[src/t8w_consts.vh]
// Constants for the 8-bit timer waveform block: offsets, fields, resets, modes.
`ifndef T8W_CONSTS_VH
`define T8W_CONSTS_VH
`define T8W_OFF_CTRL   8'h00
`define T8W_OFF_COUNT  8'h04
`define T8W_OFF_CMP    8'h08
`define T8W_OFF_FLAGS  8'h0c
`define T8W_OFF_PIN    8'h10
`define T8W_CTRL_WGM   1:0
`define T8W_CTRL_COM   3:2
`define T8W_CTRL_CS    6:4
`define T8W_FLG_OVF    0
`define T8W_FLG_CMP    1
`define T8W_FLG_WAVE   2
`define T8W_PIN_DIR    0
`define T8W_PIN_DATA   1
`define T8W_CTRL_RST   7'h00
`define T8W_COUNT_RST  8'h00
`define T8W_CMP_RST    8'h00
`define T8W_PIN_RST    2'h0
`define T8W_WGM_NORMAL 2'h0
`define T8W_WGM_PCPWM  2'h1
`define T8W_WGM_CTC    2'h2
`define T8W_WGM_FAST   2'h3
`define T8W_COM_OFF    2'h0
`define T8W_COM_TOG    2'h1
`define T8W_COM_CLR    2'h2
`define T8W_COM_SET    2'h3
`define T8W_MAX        8'hff
`define T8W_BOTTOM     8'h00
`define T8W_CS_STOP    3'h0
`define T8W_CS_DIV1    3'h1
`define T8W_CS_DIV8    3'h2
`define T8W_CS_DIV32   3'h3
`define T8W_CS_DIV64   3'h4
`define T8W_CS_DIV128  3'h5
`define T8W_CS_DIV256  3'h6
`define T8W_CS_DIV1024 3'h7
`define T8W_RESP_OKAY  2'h0
`define T8W_RESP_SLVERR 2'h2
`endif

[src/t8w_pin.v]
// Port pin driver with waveform override and data direction control.
`timescale 1ns/100ps
`include "t8w_consts.vh"
module t8w_pin (
  input  wire       core_clk,
  input  wire       rst_n,
  input  wire [1:0] action,
  input  wire       wave,
  input  wire       port_data,
  input  wire       dir_out,
  output reg        pin_o,
  output reg        pin_oe
);
  // Any nonzero action hands the pin to the waveform; direction stays with software.
  always @(posedge core_clk) begin
    if (!rst_n) begin
      pin_o  <= 1'b0;
      pin_oe <= 1'b0;
    end else begin
      pin_o  <= (action != `T8W_COM_OFF) ? wave : port_data;
      pin_oe <= dir_out;
    end
  end
endmodule

[src/t8w_prescaler.v]
// Timer clock enable generator dividing the core clock by the selected factor.
`timescale 1ns/100ps
`include "t8w_consts.vh"
module t8w_prescaler (
  input  wire       core_clk,
  input  wire       rst_n,
  input  wire [2:0] clk_sel,
  output reg        tick
);
  reg [9:0] div_q;

  // Free-running divider; its low bits all high mark one tick per factor.
  always @(posedge core_clk) begin
    if (!rst_n) begin
      div_q <= 10'h000;
    end else begin
      div_q <= div_q + 10'h001;
    end
  end

  // Factor select; stop yields no tick at all.
  always @* begin
    case (clk_sel)
      `T8W_CS_DIV1:    tick = 1'b1;
      `T8W_CS_DIV8:    tick = &div_q[2:0];
      `T8W_CS_DIV32:   tick = &div_q[4:0];
      `T8W_CS_DIV64:   tick = &div_q[5:0];
      `T8W_CS_DIV128:  tick = &div_q[6:0];
      `T8W_CS_DIV256:  tick = &div_q[7:0];
      `T8W_CS_DIV1024: tick = &div_q[9:0];
      default:         tick = 1'b0;
    endcase
  end
endmodule

[src/t8w_top.v]
// Top of the 8-bit timer waveform block with its AXI4-Lite register slave.
// Functional notes
// - Mode 2 clears the count after it equals the compare value.
// - Clear-on-compare raises the compare flag at every top match.
// - Clear-on-compare with action 1 toggles the wave output per match.
// - The pin shows the wave only when its direction is output.
// - Clear-on-compare sets overflow when the count wraps from maximum to zero.
// - Clear-on-compare period is two times factor times one plus compare.
// - Mode 3 counts up to maximum, then clears to bottom.
// - Fast PWM non-inverting clears on match, sets at bottom; inverting opposite.
// - PWM action two selects non-inverted, three inverted output.
// - Fast PWM sets overflow each time the count reaches maximum.
// - Fast PWM period is 256 timer clocks.
// - Prescale factors 1, 8, 32, 64, 128, 256 and 1024 are offered.
// - Fast PWM: compare at bottom gives spikes, at maximum a constant level.
// - Fast PWM action 1 toggles on match with buffered compare value.
// - Mode 1 counts up and down, holding maximum for one timer clock.
// - Phase-correct clears on up match, sets on down match; inverting opposite.
// - Phase-correct sets overflow each time the count reaches bottom.
// - Phase-correct period is 510 timer clocks.
// - Phase-correct compare at bottom gives steady low, at maximum steady high.
// - At maximum, phase-correct output takes the up-match level unless compare is maximum.
// - Compare is buffered in PWM modes, direct in normal and clear-on-compare.
// - Compare flag sets a timer clock after equality; write one or ack clears.
// - A count write blocks a compare match in the next timer clock.
// - Mode 0 counts up, wraps, sets overflow as the count becomes zero.
`timescale 1ns/100ps
`include "t8w_consts.vh"
module t8w_top (
  input  wire        core_clk,
  input  wire        rst_n,
  input  wire        s_axi_awvalid,
  output wire        s_axi_awready,
  input  wire [7:0]  s_axi_awaddr,
  input  wire        s_axi_wvalid,
  output wire        s_axi_wready,
  input  wire [31:0] s_axi_wdata,
  input  wire [3:0]  s_axi_wstrb,
  output reg         s_axi_bvalid,
  input  wire        s_axi_bready,
  output reg  [1:0]  s_axi_bresp,
  input  wire        s_axi_arvalid,
  output wire        s_axi_arready,
  input  wire [7:0]  s_axi_araddr,
  output reg         s_axi_rvalid,
  input  wire        s_axi_rready,
  output reg  [31:0] s_axi_rdata,
  output reg  [1:0]  s_axi_rresp,
  input  wire        irq_ack_ovf,
  input  wire        irq_ack_cmp,
  output wire        overflow_flag,
  output wire        compare_match_flag,
  output wire        wave_pin_o,
  output wire        wave_pin_oe
);
  // Register state.
  reg  [6:0] ctrl_q;
  reg  [7:0] timer_count_q;
  reg  [7:0] compare_value_q;
  reg  [7:0] cmp_buf_q;
  reg        ovf_q;
  reg        cmp_flag_q;
  reg        wave_output_q;
  reg  [1:0] pin_q;
  reg        count_up_q;
  reg        block_q;
  // Bus holding state.
  reg        aw_held_q;
  reg  [7:0] awaddr_q;
  reg        w_held_q;
  reg  [7:0] wdata_q;
  reg        wstrb_q;

  wire       tick;
  wire [1:0] waveform_mode_select;
  wire [1:0] compare_output_action;
  wire       wr_fire;
  wire       wr_en;
  wire       wr_ctrl;
  wire       wr_count;
  wire       wr_cmp;
  wire       wr_flags;
  wire       wr_pin;
  wire       pwm_mode;
  wire       match;
  wire       at_max;
  wire       at_bottom;

  reg  [7:0] cnt_d;
  reg        up_d;
  reg        ovf_set;
  reg        wave_d;
  reg        load_buf;

  assign waveform_mode_select  = ctrl_q[`T8W_CTRL_WGM];
  assign compare_output_action = ctrl_q[`T8W_CTRL_COM];
  assign overflow_flag         = ovf_q;
  assign compare_match_flag    = cmp_flag_q;

  // True when the byte offset names a mapped register.
  function mapped;
    input [7:0] a;
    begin
      mapped = (a == `T8W_OFF_CTRL) || (a == `T8W_OFF_COUNT) ||
               (a == `T8W_OFF_CMP) || (a == `T8W_OFF_FLAGS) ||
               (a == `T8W_OFF_PIN);
    end
  endfunction

  // Level that a PWM output action gives for a given non-inverted level.
  function pwm_level;
    input [1:0] act;
    input       noninv;
    begin
      pwm_level = (act == `T8W_COM_SET) ? ~noninv : noninv;
    end
  endfunction

  t8w_prescaler u_presc (
    .core_clk (core_clk),
    .rst_n    (rst_n),
    .clk_sel  (ctrl_q[`T8W_CTRL_CS]),
    .tick     (tick)
  );

  t8w_pin u_pin (
    .core_clk  (core_clk),
    .rst_n     (rst_n),
    .action    (compare_output_action),
    .wave      (wave_output_q),
    .port_data (pin_q[`T8W_PIN_DATA]),
    .dir_out   (pin_q[`T8W_PIN_DIR]),
    .pin_o     (wave_pin_o),
    .pin_oe    (wave_pin_oe)
  );

  // Write channels are taken independently; holding both makes one write.
  assign s_axi_awready = !aw_held_q && !s_axi_bvalid;
  assign s_axi_wready  = !w_held_q && !s_axi_bvalid;
  assign s_axi_arready = !s_axi_rvalid;
  assign wr_fire       = aw_held_q && w_held_q && !s_axi_bvalid;
  assign wr_en         = wr_fire && wstrb_q;
  assign wr_ctrl       = wr_en && (awaddr_q == `T8W_OFF_CTRL);
  assign wr_count      = wr_en && (awaddr_q == `T8W_OFF_COUNT);
  assign wr_cmp        = wr_en && (awaddr_q == `T8W_OFF_CMP);
  assign wr_flags      = wr_en && (awaddr_q == `T8W_OFF_FLAGS);
  assign wr_pin        = wr_en && (awaddr_q == `T8W_OFF_PIN);

  // Write address and data capture plus the response.
  always @(posedge core_clk) begin
    if (!rst_n) begin
      aw_held_q    <= 1'b0;
      awaddr_q     <= 8'h00;
      w_held_q     <= 1'b0;
      wdata_q      <= 8'h00;
      wstrb_q      <= 1'b0;
      s_axi_bvalid <= 1'b0;
      s_axi_bresp  <= `T8W_RESP_OKAY;
    end else begin
      if (s_axi_awvalid && s_axi_awready) begin
        aw_held_q <= 1'b1;
        awaddr_q  <= {s_axi_awaddr[7:2], 2'b00};
      end
      if (s_axi_wvalid && s_axi_wready) begin
        w_held_q <= 1'b1;
        wdata_q  <= s_axi_wdata[7:0];
        wstrb_q  <= s_axi_wstrb[0];
      end
      if (wr_fire) begin
        aw_held_q    <= 1'b0;
        w_held_q     <= 1'b0;
        s_axi_bvalid <= 1'b1;
        s_axi_bresp  <= mapped(awaddr_q) ? `T8W_RESP_OKAY : `T8W_RESP_SLVERR;
      end else if (s_axi_bready) begin
        s_axi_bvalid <= 1'b0;
      end
    end
  end

  // Read answer one cycle after the address is taken; unmapped gives SLVERR.
  always @(posedge core_clk) begin
    if (!rst_n) begin
      s_axi_rvalid <= 1'b0;
      s_axi_rdata  <= 32'h0000_0000;
      s_axi_rresp  <= `T8W_RESP_OKAY;
    end else if (s_axi_arvalid && s_axi_arready) begin
      s_axi_rvalid <= 1'b1;
      s_axi_rresp  <= mapped({s_axi_araddr[7:2], 2'b00}) ?
                      `T8W_RESP_OKAY : `T8W_RESP_SLVERR;
      case ({s_axi_araddr[7:2], 2'b00})
        `T8W_OFF_CTRL:  s_axi_rdata <= {25'h0, ctrl_q};
        `T8W_OFF_COUNT: s_axi_rdata <= {24'h0, timer_count_q};
        `T8W_OFF_CMP:   s_axi_rdata <= {24'h0, pwm_mode ? cmp_buf_q : compare_value_q};
        `T8W_OFF_FLAGS: s_axi_rdata <= {29'h0, wave_output_q, cmp_flag_q, ovf_q};
        `T8W_OFF_PIN:   s_axi_rdata <= {30'h0, pin_q};
        default:        s_axi_rdata <= 32'h0000_0000;
      endcase
    end else if (s_axi_rready) begin
      s_axi_rvalid <= 1'b0;
    end
  end

  assign pwm_mode  = (waveform_mode_select == `T8W_WGM_PCPWM) ||
                     (waveform_mode_select == `T8W_WGM_FAST);
  assign at_max    = (timer_count_q == `T8W_MAX);
  assign at_bottom = (timer_count_q == `T8W_BOTTOM);
  // A count write blanks the comparator for the following timer clock.
  assign match     = (timer_count_q == compare_value_q) && !block_q;

  // Counter sequence, overflow condition and waveform action per mode.
  always @* begin
    cnt_d    = timer_count_q + 8'h01;
    up_d     = 1'b1;
    ovf_set  = 1'b0;
    wave_d   = wave_output_q;
    load_buf = 1'b0;
    case (waveform_mode_select)
      `T8W_WGM_NORMAL: begin
        ovf_set = at_max;
        if (match) begin
          case (compare_output_action)
            `T8W_COM_TOG: wave_d = ~wave_output_q;
            `T8W_COM_CLR: wave_d = 1'b0;
            `T8W_COM_SET: wave_d = 1'b1;
            default:      wave_d = wave_output_q;
          endcase
        end
      end
      `T8W_WGM_CTC: begin
        // No buffer: a top below the count is only met after the wrap.
        if (timer_count_q == compare_value_q) begin
          cnt_d = `T8W_BOTTOM;
        end
        ovf_set = at_max;
        if (match) begin
          case (compare_output_action)
            `T8W_COM_TOG: wave_d = ~wave_output_q;
            `T8W_COM_CLR: wave_d = 1'b0;
            `T8W_COM_SET: wave_d = 1'b1;
            default:      wave_d = wave_output_q;
          endcase
        end
      end
      `T8W_WGM_FAST: begin
        // Natural wrap after maximum gives the 256-clock single slope.
        ovf_set  = at_max;
        load_buf = at_max;
        if (compare_output_action == `T8W_COM_TOG) begin
          if (match) begin
            wave_d = ~wave_output_q;
          end
        end else if (compare_output_action != `T8W_COM_OFF) begin
          // Bottom wins over a match at maximum, giving the steady level.
          if (at_max) begin
            wave_d = pwm_level(compare_output_action, 1'b1);
          end else if (match) begin
            wave_d = pwm_level(compare_output_action, 1'b0);
          end
        end
      end
      default: begin
        // Dual slope: turn at maximum and bottom, 510 clocks per period.
        if (at_max) begin
          up_d  = 1'b0;
          cnt_d = timer_count_q - 8'h01;
        end else if (at_bottom) begin
          up_d  = 1'b1;
        end else begin
          up_d  = count_up_q;
          cnt_d = count_up_q ? timer_count_q + 8'h01 : timer_count_q - 8'h01;
        end
        ovf_set  = at_bottom && !count_up_q;
        load_buf = at_max;
        if (compare_output_action[1]) begin
          if (at_max) begin
            // Symmetry: maximum shows the up-match level unless compare is maximum.
            wave_d = pwm_level(compare_output_action,
                               compare_value_q == `T8W_MAX);
          end else if (match) begin
            // Bottom counts as the up slope so zero compare stays low.
            wave_d = pwm_level(compare_output_action,
                               !(count_up_q || at_bottom));
          end
        end
      end
    endcase
  end

  // Timer core: count, direction, compare buffer and waveform state.
  always @(posedge core_clk) begin
    if (!rst_n) begin
      timer_count_q   <= `T8W_COUNT_RST;
      compare_value_q <= `T8W_CMP_RST;
      cmp_buf_q       <= `T8W_CMP_RST;
      wave_output_q   <= 1'b0;
      count_up_q      <= 1'b1;
      block_q         <= 1'b0;
    end else begin
      if (wr_count) begin
        timer_count_q <= wdata_q;
        block_q       <= 1'b1;
      end else if (tick) begin
        timer_count_q <= cnt_d;
        count_up_q    <= up_d;
        block_q       <= 1'b0;
      end
      if (tick) begin
        wave_output_q <= wave_d;
      end
      // Buffered in PWM modes; straight through otherwise.
      if (wr_cmp) begin
        cmp_buf_q <= wdata_q;
        if (!pwm_mode) begin
          compare_value_q <= wdata_q;
        end
      end
      if (!pwm_mode) begin
        cmp_buf_q <= wr_cmp ? wdata_q : compare_value_q;
      end else if (tick && load_buf) begin
        compare_value_q <= cmp_buf_q;
      end
    end
  end

  // Flags: hardware set wins over a software or acknowledge clear.
  always @(posedge core_clk) begin
    if (!rst_n) begin
      ovf_q      <= 1'b0;
      cmp_flag_q <= 1'b0;
    end else begin
      if (tick && ovf_set) begin
        ovf_q <= 1'b1;
      end else if ((wr_flags && wdata_q[`T8W_FLG_OVF]) || irq_ack_ovf) begin
        ovf_q <= 1'b0;
      end
      if (tick && match) begin
        cmp_flag_q <= 1'b1;
      end else if ((wr_flags && wdata_q[`T8W_FLG_CMP]) || irq_ack_cmp) begin
        cmp_flag_q <= 1'b0;
      end
    end
  end

  // Control and pin registers.
  always @(posedge core_clk) begin
    if (!rst_n) begin
      ctrl_q <= `T8W_CTRL_RST;
      pin_q  <= `T8W_PIN_RST;
    end else begin
      if (wr_ctrl) begin
        ctrl_q <= wdata_q[6:0];
      end
      if (wr_pin) begin
        pin_q <= wdata_q[1:0];
      end
    end
  end
endmodule
[config.mk]
export PLATFORM = sky130hd
export DESIGN_NAME = t8w_top
export DESIGN_NICKNAME = d
export VERILOG_FILES = /design/src/t8w_pin.v /design/src/t8w_prescaler.v /design/src/t8w_top.v
export VERILOG_INCLUDE_DIRS = /design/src /design/src/src
export SDC_FILE = /design/constraint.sdc
export NUM_CORES = 1
export LEC_CHECK = 0
export ABC_AREA = 1
export BUFFER_PORTS_ARGS = -buffer_cell sky130_fd_sc_hd__buf_2
export CORE_MARGIN = 2
export CORE_UTILIZATION = 35
export CTS_BUF_LIST = sky130_fd_sc_hd__clkbuf_8 sky130_fd_sc_hd__clkbuf_16
export DETAILED_ROUTE_END_ITERATION = 10
export PLACE_DENSITY_LB_ADDON = 0.08
export SETUP_SLACK_MARGIN = 0.05
export SYNTH_ARGS = -nofsm -noshare
export SYNTH_HDL_FRONTEND = slang
export SYNTH_SLANG_ARGS = --single-unit
[constraint.sdc]
create_clock -name core_clk -period 1.7 [get_ports core_clk]
set_input_delay 0.085 -clock core_clk [delete_from_list [all_inputs] [get_ports core_clk]]
set_output_delay 0.085 -clock core_clk [all_outputs]
set_load 0.1 [all_outputs]
-- Yosys cells after proc, flatten, opt, wreduce, memory -nomap -nowiden
Cells that the tools add are included.
W data, S select, Z words.
- $add $sub $neg: 3
- equal/unequal tests: 30
- muxes and demuxes: 50
- bitwise logic cells: 4
- reduce and logical (&&, ||, !) cells: 64
- operators with widths (kind ; number):
    $mux W8 ; 14
    $pmux W8 S5 ; 1
    $mux W1 ; 29
    $eq A6 B2 Y1 const B ; 4
    $logic_and A1 B1 Y1 ; 20
    $eq A8 B8 Y1 const B ; 2
    $logic_not A8 Y1 ; 2
    $pmux W8 S2 ; 1
    $reduce_and A8 Y1 ; 2
    $eq A3 B3 Y1 const B ; 4
    $eq A6 B1 Y1 const B ; 2
    $eq A6 B3 Y1 const B ; 2
    $logic_or A1 B1 Y1 ; 12
    $reduce_bool A2 Y1 ; 6
    $add A10 B1 Y10 const B ; 1
    $reduce_and A10 Y1 ; 1
    $reduce_bool A3 Y1 ; 3
    $add A8 B1 Y8 const B ; 1
    $eq A2 B2 Y1 const B ; 4
    $eq A8 B8 Y1 ; 1
    $sub A8 B1 Y8 const B ; 1
    $logic_not A1 Y1 ; 7
    $pmux W1 S7 ; 1
    $reduce_and A7 Y1 ; 1
    19 further kinds ; 29
- bits in registers: 105
- bits of input ports: 61
- word-level logic and storage cells: 174

-- Longest topological paths before layout
Gate-level depths: netlist of the first run.
- depth in word-level cells: 8
- depth in mapped cells: 14
- depth with buffers taken out: 14

-- Cells and area by module
Synthesis of the first run repeated with hierarchy kept, for this count alone.
- cells, all modules: 661
- area, all modules: 4628.2 um^2
- modules (own cells, without submodules) (module ; instances ; cells an instance ; area each (um^2) ; sequential area each (um^2)):
    t8w_top ; 1 ; 574 ; 4032.6 ; 1341.3
    t8w_prescaler ; 1 ; 77 ; 523.0 ; 200.2
    t8w_pin ; 1 ; 10 ; 72.6 ; 40.0

-- Worst setup path before layout of the first run
Ideal clock, no wire load.
- path kind: register to register
- start point: reg s_axi_bvalid
- end point: reg wstrb_q
- setup time: 0.118 ns
- arrival: 3.015 ns
- slack: -1.433 ns
- cell stages (with the launch flop): 6
- path buffers: 1
- period minus slack after synthesis: 3.133 ns
- path through: dfxtp_1 nor2_1 nand2_1 clkbuf_1 o21ai_0 nor2_1
- longest elaborated chain between the ends: 3
- RTL lines (element ; line ; RTL):
    start: declaration ; t8w_top.v:39 ; output reg s_axi_bvalid,
    start signal: assignment ; t8w_top.v:157 ; s_axi_bvalid <= 1'b0;
    start signal: assignment ; t8w_top.v:172 ; s_axi_bvalid <= 1'b1;
    start signal: assignment ; t8w_top.v:175 ; s_axi_bvalid <= 1'b0;
    $logic_not A1 Y1 ; t8w_top.v:139 ; assign s_axi_wready = !w_held_q && !s_axi_bvalid;
    $logic_and A1 B1 Y1 ; t8w_top.v:139 ;
    named net s_axi_wready ; t8w_top.v:36 ; output wire s_axi_wready,
    $logic_and A1 B1 Y1 ; t8w_top.v:164 ; if (s_axi_wvalid && s_axi_wready) begin
    end signal: assignment ; t8w_top.v:167 ; wstrb_q <= s_axi_wstrb[0];
    end: declaration ; t8w_top.v:72 ; reg wstrb_q;
The timed path passes the listed nets, and every way through them passes these cells.
A chain may end at the register's enable or synchronous reset.

-- Final worst setup path of the first run
- start point: reg u_presc.div_q[0]
- end point: reg compare_value_q[2]
- longest elaborated chain between the ends: 5
- elaborated cells on any way between the ends: 10
- classes of those cells: mux: 3; reduce/logical: 7
- RTL lines (element ; line ; RTL):
    start: declaration ; t8w_prescaler.v:10 ; reg [9:0] div_q;
    start signal: assignment ; t8w_prescaler.v:17 ; div_q <= div_q + 10'h001;
    $reduce_and A10 Y1, or another cell as far along ; t8w_prescaler.v:30 ; `T8W_CS_DIV1024: tick = &div_q[9:0];
    $pmux W1 S7 (*) ; t8w_prescaler.v:23 ; case (clk_sel)
    $logic_and A1 B1 Y1 (*) ; t8w_top.v:319 ; end else if (tick && load_buf) begin
    $mux W8 (*) ; t8w_top.v:319 ;
    $mux W8 (*) ; t8w_top.v:317 ; if (!pwm_mode) begin
    end signal: assignment ; t8w_top.v:293 ; compare_value_q <= `T8W_CMP_RST;
    end signal: assignment ; t8w_top.v:314 ; compare_value_q <= wdata_q;
    end signal: assignment ; t8w_top.v:320 ; compare_value_q <= cmp_buf_q;
    end: declaration ; t8w_top.v:59 ; reg [7:0] compare_value_q;
Mark *: on every way between the ends. The rest lies on a longest branch, timed or not.

==> run summary, run 1 <==
Largest net degree at the start of global routing -> 28
Synthesis Warnings -> 0
Share of the synthesized area in the top cell type -> 0.330
Placed cells -> 972
RD Place Congestion -> 0.902
Count of final max-slew check failures -> 0
Post-synth ARST share -> 0
Vias/cell -> 4.96
Largest cells by area after synthesis -> dfxtp_1 (33%), nand2_1 (11%), a21oi_1 (6.9%), inv_1 (6.4%), nor2_1 (5.9%)
Violated checks -> setup timing
Antenna diode count -> 0
Largest stage delay on the critical path -> 330 ps
CTS sink cnt -> 79
Synth-to-Final Area Change -> 39.2%
Synthesized netlist cell count -> 703
Power Density -> 737 nW/um2
Worst clock skew -> 12.7 ps
Leak -> 0.00290 uW
Share of power burned in registers -> 0.397
Initial antenna violation count -> 0
Vias -> 5007
Post-route insts no fill -> 1010
Reg2reg setup slack -> -60 ps
Post-DP HPWL -> 11400 um
Die height -> 121 um
Critical path peak fanout -> 8
First-pass GRT wire length -> 23700 um
Synthesized cell area -> 4800 um2
Cell count of the worst hold path -> 3
Site row count -> 42
Mean Syn Cell Area -> 6.83 um2
Clock network fraction of total power -> 0.436
RSZ-0062 raised after global routing -> true
Num CTS Buffers -> 9
GR Overflow Total -> 0
Int Power -> 3410 uW
Initial Util -> 0.361
Clock transition at path regs -> 60 ps
Worst skew pair latency -> 350 ps
DR iter-0 viols -> 291
Worst hold path class -> in -> reg
Input/output buffers -> 48
Clk buf depth -> 2
CTS tree -> yes
Final worst slack -> -63.9 ps
Remaining antenna violation count -> 0
CP Cell Sequence -> ha_4, nand3_4, inv_2, ha_4, o211ai_1, o21ai_2, nand2_4, nand2_8, buf_12, nand3_2, nand2_1, a21oi_2
Post-synth top area cell -> dfxtp_1
Post-synth cell types -> 45
Reg2reg end -> compare_value_q[2]$_SDFF_PN0_
Seq/Total Area, Yosys -> 0.330
Status -> finished, violations left
Slowest cell on crit path -> dfxtp_2
Share of cells above drive strength 1 -> 0.338
Period utilization -> 1.04
Crit start category -> flip-flop
I/O Pins -> 106
WP data arrival -> 2050 ps
Crit. End Element -> flip-flop
DRT Pass-1 Iters -> 5
NetSw -> 1520 uW
Clock root buffer -> clkbuf_16
Gr usage total -> 0.209
Max Cap Violations -> 0
R2R cell count -> 12
Most frequent CP cell -> ha_4
Final Hold Viols -> 0
WP data required -> 1980 ps
H-tree depth -> 3
Sw frac -> 0.309
Final #Nets -> 900
Die X -> 121 um
FF+latch count, synth -> 79
Achievable clock frequency -> 0.567 GHz
Final Critical Period -> 1760 ps
Vias in the first global route -> 4666
Wire length after detailed routing -> 15400 um
EDFF count, synth -> 0
VDD IR max -> 0.000501 V
Predominant post-synthesis flop cell -> dfxtp_1
Hold Crit Start -> s_axi_awaddr[5]
Routed wire per std cell -> 15.3 um
Drt drc -> 0
Setup Viol. Count Final -> 15
Die area -> 14700 um2
Total power -> 4930 uW
Share of total power in combinational logic -> 0.167
Hold path endpoint -> awaddr_q[5]$_SDFFE_PN0P_
Reg2reg start -> u_presc.div_q[0]$_SDFF_PN0_
Core box area -> 13300 um2
CP Class -> reg -> reg
layout make-up:
cell class                 count  area, um2
fill                        1325       6610
clock buffer                  10        239
clock inverter                 6       83.8
multi-input combinational    514       3120
tap                          176        220
timing repair buffer         139       1090
sequential                    79       1610
inverter                      86        329
flip-flops by register name, indices dropped and copies added (netlist names), 2 cells and up:
register	count
awaddr_q	6
cmp_buf_q	8
compare_value_q	8
ctrl_q	7
pin_q	2
s_axi_rdata	8
timer_count_q	8
u_presc.div_q	10
wdata_q	8
stage by stage:
step	TNS, ps	util	instance area [um2]	hold slack (ps)	setup slack, ps
3_5_place_dp	-1960	0.426	5660	345	-134
5_1_grt	-2800	0.503	6680	35.0	-170
3_3_place_gp	-1480	0.426	5660	334	-145
4_1_cts	-244	0.467	6210	9.70	-47.8
2_1_floorplan	-736	-	4960	238	-112
6_report	-645	0.503	6680	13.1	-63.9
per-layer routing:
layer	up-vias	routed length, um	GRT usage	part of all wire
li1	2499	-	-	-
met1	2338	6870	0.272	0.45
met3	21	796	0.0446	0.052
met2	149	7440	0.344	0.48
met5	-	0	0	0
met4	0	318	0.0654	0.021
synthesized netlist by cell type (2+ instances only):
library cell / number
a21oi_1: 66
a21oi_2: 5
a31oi_1: 4
and2_1: 2
buf_2: 2
buf_4: 30
buf_6: 5
clkbuf_1: 13
dfxtp_1: 79
ha_1: 10
inv_1: 82
inv_2: 4
nand2_1: 142
nand2_2: 5
nand2_4: 3
nand3_1: 34
nand3_2: 5
nand3b_1: 3
nand4_1: 15
nor2_1: 75
nor2_2: 9
nor2_4: 5
nor3_1: 4
o211ai_1: 5
o21a_1: 2
o21ai_0: 52
o21ai_1: 5
o221ai_1: 4
o22ai_1: 2
o31ai_1: 6
or2_0: 2
or2_2: 2
xnor2_1: 5
xor2_1: 5
worst max path at each step:
stage | startpoint | to | slack, ps | depth (start not counted)
final | u_presc.div_q[0]$_SDFF_PN0_ | compare_value_q[2]$_SDFF_PN0_ | -60 | 12
after global routing | u_presc.div_q[1]$_SDFF_PN0_ | compare_value_q[0]$_SDFF_PN0_ | -170 | 12
after CTS | u_presc.div_q[1]$_SDFF_PN0_ | compare_value_q[0]$_SDFF_PN0_ | -50 | 12
after detailed placement | timer_count_q[1]$_SDFFE_PN0P_ | timer_count_q[2]$_SDFFE_PN0P_ | -130 | 11
after global placement | timer_count_q[1]$_SDFFE_PN0P_ | timer_count_q[3]$_SDFFE_PN0P_ | -150 | 10
after floorplan | s_axi_rvalid$_SDFFE_PN0P_ | s_axi_rresp[1]$_SDFFE_PN0P_ | -110 | 6
cells by family (layout without fill, tap and decap cells):
family / count (synthesis) / in the layout / synth area share
adder cells (fa/ha/maj): 10 / 10 / 0.0261
XOR/XNOR: 10 / 10 / 0.0183
other: 1 / 26 / 0.000782
AO/OA/AOI/OAI: 155 / 155 / 0.180
AND/OR/NAND/NOR: 312 / 313 / 0.307
buffers and inverters: 136 / 241 / 0.138
flip-flops: 79 / 79 / 0.330
worst max-delay path, delay by kind of cell, from the launching register on:
kind                       cells  cell delay [ps]
AOI/OAI and AO/OA              3              390
adders and majority gates      2              320
buffers and inverters          2              210
DFF                            1              330
and+or+nand+nor                5              450
timing repair:
item | CTS | global route
resized for setup | 45 | 83
pin swaps | 16 | 22
hold buffers | 4 | 0
hold endpoints to repair | 4 | 0
setup endpoints to repair | 28 | 31
cloned | 0 | 3
buffers inserted | 4 | 11
power by group through the flow:
| stage | logic (uW) | clock network (uW) | registers, uW |
|---|---|---|---|
| CTS | 801 | 2200 | 1950 |
| finish | 823 | 2150 | 1960 |
| detailed placement | 785 | 0 | 1990 |
| global placement | 780 | 0 | 1990 |
| global route | 876 | 2270 | 1960 |
| floorplan | 572 | 0 | 2070 |
cell usage in the layout, fill, tap and decap left out, types with 14 or more instances in the layout:
cell,synthesis,final
buf_4,30,72
dfxtp_1,79,68
nand3_1,34,26
nand2_1,142,125
nand4_1,15,15
o21ai_0,52,34
inv_1,82,74
o21ai_2,1,14
conb_1,1,26
buf_2,2,48
nor2_1,75,69
a21oi_1,66,57
Note: power is estimated with default switching activity, not from simulation.
==> run 2, diff against run 1 <==
Settings changed: REMOVE_ABC_BUFFERS from default to 1.
==> run summary, run 2 (synthesis gave the netlist of run 1 again) <==
Initial antenna violation count -> 0 (unchanged)
CTS sink cnt -> 79 (unchanged)
Vias/cell -> 4.84 (-2.3%)
Reg2reg end -> compare_value_q[7]$_SDFF_PN0_
Synth-to-Final Area Change -> 37.5%
VDD IR max -> 0.000628 V (+25%)
RSZ-0062 raised after global routing -> true
Share of cells above drive strength 1 -> 0.309 (-0.0293)
Input/output buffers -> 48 (unchanged)
First-pass GRT wire length -> 23600 um (-0.38%)
Period utilization -> 1.06 (+0.0214)
I/O Pins -> 106 (unchanged)
Wire length after detailed routing -> 15400 um (-0.13%)
Slowest cell on crit path -> dfxtp_2
Clock root buffer -> clkbuf_16
Leak -> 0.00294 uW (+1.2%)
Max Cap Violations -> 0 (unchanged)
Reg2reg start -> u_presc.div_q[1]$_SDFF_PN0_
Clock transition at path regs -> 60 ps (about the same)
Count of final max-slew check failures -> 0 (unchanged)
Largest stage delay on the critical path -> 340 ps (about the same)
Final worst slack -> -100 ps (-36.4 ps)
Fill cells -> 1341 (+1.2%)
Int Power -> 3320 uW (-2.4%)
Biggest register -> u_presc.div_q
Gr usage total -> 0.211 (+0.00179)
R2R cell count -> 12 (unchanged)
Remaining antenna violation count -> 0 (unchanged)
Worst slack, placed -> -209 ps (-75.0 ps)
RD Place Congestion -> 0.931 (+3.2%)
Violated checks -> setup timing
Largest register FFs -> 10 (unchanged)
Critical Path End -> compare_value_q[7]$_SDFF_PN0_
Final TNS setup -> -957 ps (-312 ps)
Share of power burned in registers -> 0.406 (+0.009)
Achievable clock frequency -> 0.555 GHz (-2.0%)
WP data arrival -> 2030 ps (-20 ps)
Vias -> 4945 (-1.2%)
DR iter-0 viols -> 284 (-2.4%)
Most frequent cells in the layout -> nand2_1 (138), buf_4 (81), inv_1 (76)
Status -> finished, violations left
Power Density -> 731 nW/um2 (-0.92%)
CP Class -> reg -> reg
Initial Util -> 0.361 (unchanged)
Fin util -> 0.496 (-0.00621)
NetSw -> 1500 uW (-1.5%)
H-tree depth -> 3 (unchanged)
Setup Viol. Count Final -> 18 (+3)
DRT Pass-1 Iters -> 4 (-1)
Antenna diode count -> 0 (unchanged)
Worst hold path class -> in -> reg
CTS tree -> yes
Worst skew pair latency -> 350 ps (about the same)
Critical path launch point -> u_presc.div_q[1]$_SDFF_PN0_
Commonest non-fill, non-tap cell in the layout -> nand2_1
Vias in the first global route -> 4540 (-2.7%)
Critical path's top delay family -> simple AND/OR/NAND/NOR gates
WP data required -> 1930 ps (-50 ps)
Crit start category -> flip-flop
Reg2reg setup slack -> -100 ps (-40 ps)
Site row count -> 42 (unchanged)
Die height -> 121 um (unchanged)
Drt drc -> 0 (unchanged)
Final Hold Viols -> 0 (unchanged)
Die area -> 14700 um2 (unchanged)
Placed cells -> 979 (+0.72%)
Share of total power in combinational logic -> 0.166 (about the same)
Largest net degree at the start of global routing -> 35 (+25%)
Post-route insts no fill -> 1021 (+1.1%)
CP Depth -> 12 (unchanged)
Crit. End Element -> flip-flop
Clock network fraction of total power -> 0.428 (-0.008)
CP Cell Sequence -> ha_4, nand3_4, inv_2, ha_4, o211ai_1, o21ai_2, nand2_4, nand2_8, nand2_4, o21ai_1, nand2_1, a21oi_1
Critical path peak fanout -> 8 (unchanged)
Sw frac -> 0.311 (+0.00215)
GR Overflow Total -> 0 (unchanged)
Final Critical Period -> 1800 ps (+36.4 ps)
Routed wire per std cell -> 15.1 um (-1.2%)
Core box area -> 13300 um2 (unchanged)
Worst clock skew -> 7.82 ps (-4.87 ps)
Clk buf depth -> 2 (unchanged)
Post-DP HPWL -> 11400 um (+0.21%)
Die X -> 121 um (unchanged)
Final #Nets -> 911 (+1.2%)
Num CTS Buffers -> 9 (unchanged)
Total power -> 4820 uW (-2.1%)
CP bufs+invs -> 1 (-1)
## run 2: cell types whose count changed in the layout (fill, tap and decap cells not counted), moves of 5 or more
cell	previous run	this run
buf_4	72	81
nand2_4	11	5
nand2_1	125	138
o21ai_1	8	13
nand2_2	12	6
## run 2: cell type report
| class | count | area, um2 | area share |
|---|---|---|---|
| timing repair buffer | 150 | 1140 | 0.173 |
| multi-input combinational | 514 | 3000 | 0.454 |
| tap | 176 | 220 | 0.0334 |
| clock inverter | 4 | 43.8 | 0.00664 |
| inverter | 86 | 332 | 0.0502 |
| sequential | 79 | 1600 | 0.242 |
| clock buffer | 12 | 267 | 0.0404 |
## run 2: worst min-delay path by stage
stage,to,cells past startpoint,slack [ps],startpoint
after detailed placement,s_axi_bvalid$_SDFFE_PN0P_,4,340,s_axi_bready
after floorplan,u_presc.div_q[1]$_SDFF_PN0_,2,180,rst_n
after CTS,compare_match_flag$_SDFFE_PN0P_,3,0.9,irq_ack_cmp
after global routing,awaddr_q[7]$_SDFFE_PN0P_,3,30,s_axi_awaddr[7]
final,awaddr_q[7]$_SDFFE_PN0P_,3,3,s_axi_awaddr[7]
after global placement,awaddr_q[4]$_SDFFE_PN0P_,3,340,s_axi_awaddr[4]
## run 2: per-stage QoR
stage          area, um2  hold slack [ps]
6_report            6600             3.32
5_1_grt             6600             30.9
4_1_cts             6110            0.911
3_5_place_dp        5620              344
3_3_place_gp        5620              336
2_1_floorplan       4550              178
## run 2: repair_timing
item / 4_1_cts / 5_1_grt
cloned: 0 / 4
buffers inserted: 5 / 12
hold buffers: 5 / 0
pin swaps: 18 / 32
resized for setup: 35 / 83
setup endpoints to repair: 35 / 43
endpoints found under the hold margin: 5 / 0
## run 2: worst min-delay path: stages
cell and delay, ps:
buf_2 70, o21ai_0 70, nor2_1 80
## run 2: per-layer routing
layer	track usage	up-vias	wire length (um)
met5	0	-	0
met4	0.0988	0	561
met3	0.0334	31	679
met2	0.328	107	6900
met1	0.284	2277	7260
li1	-	2530	-
## run 2: power groups by stage
| stage | registers [uW] | logic (uW) | clock network, uW |
|---|---|---|---|
| after CTS | 1960 | 779 | 2100 |
| after detailed placement | 1990 | 762 | 0 |
| after global placement | 1990 | 759 | 0 |
| after global routing | 1970 | 854 | 2160 |
| final | 1960 | 798 | 2070 |
| after floorplan | 2070 | 494 | 0 |
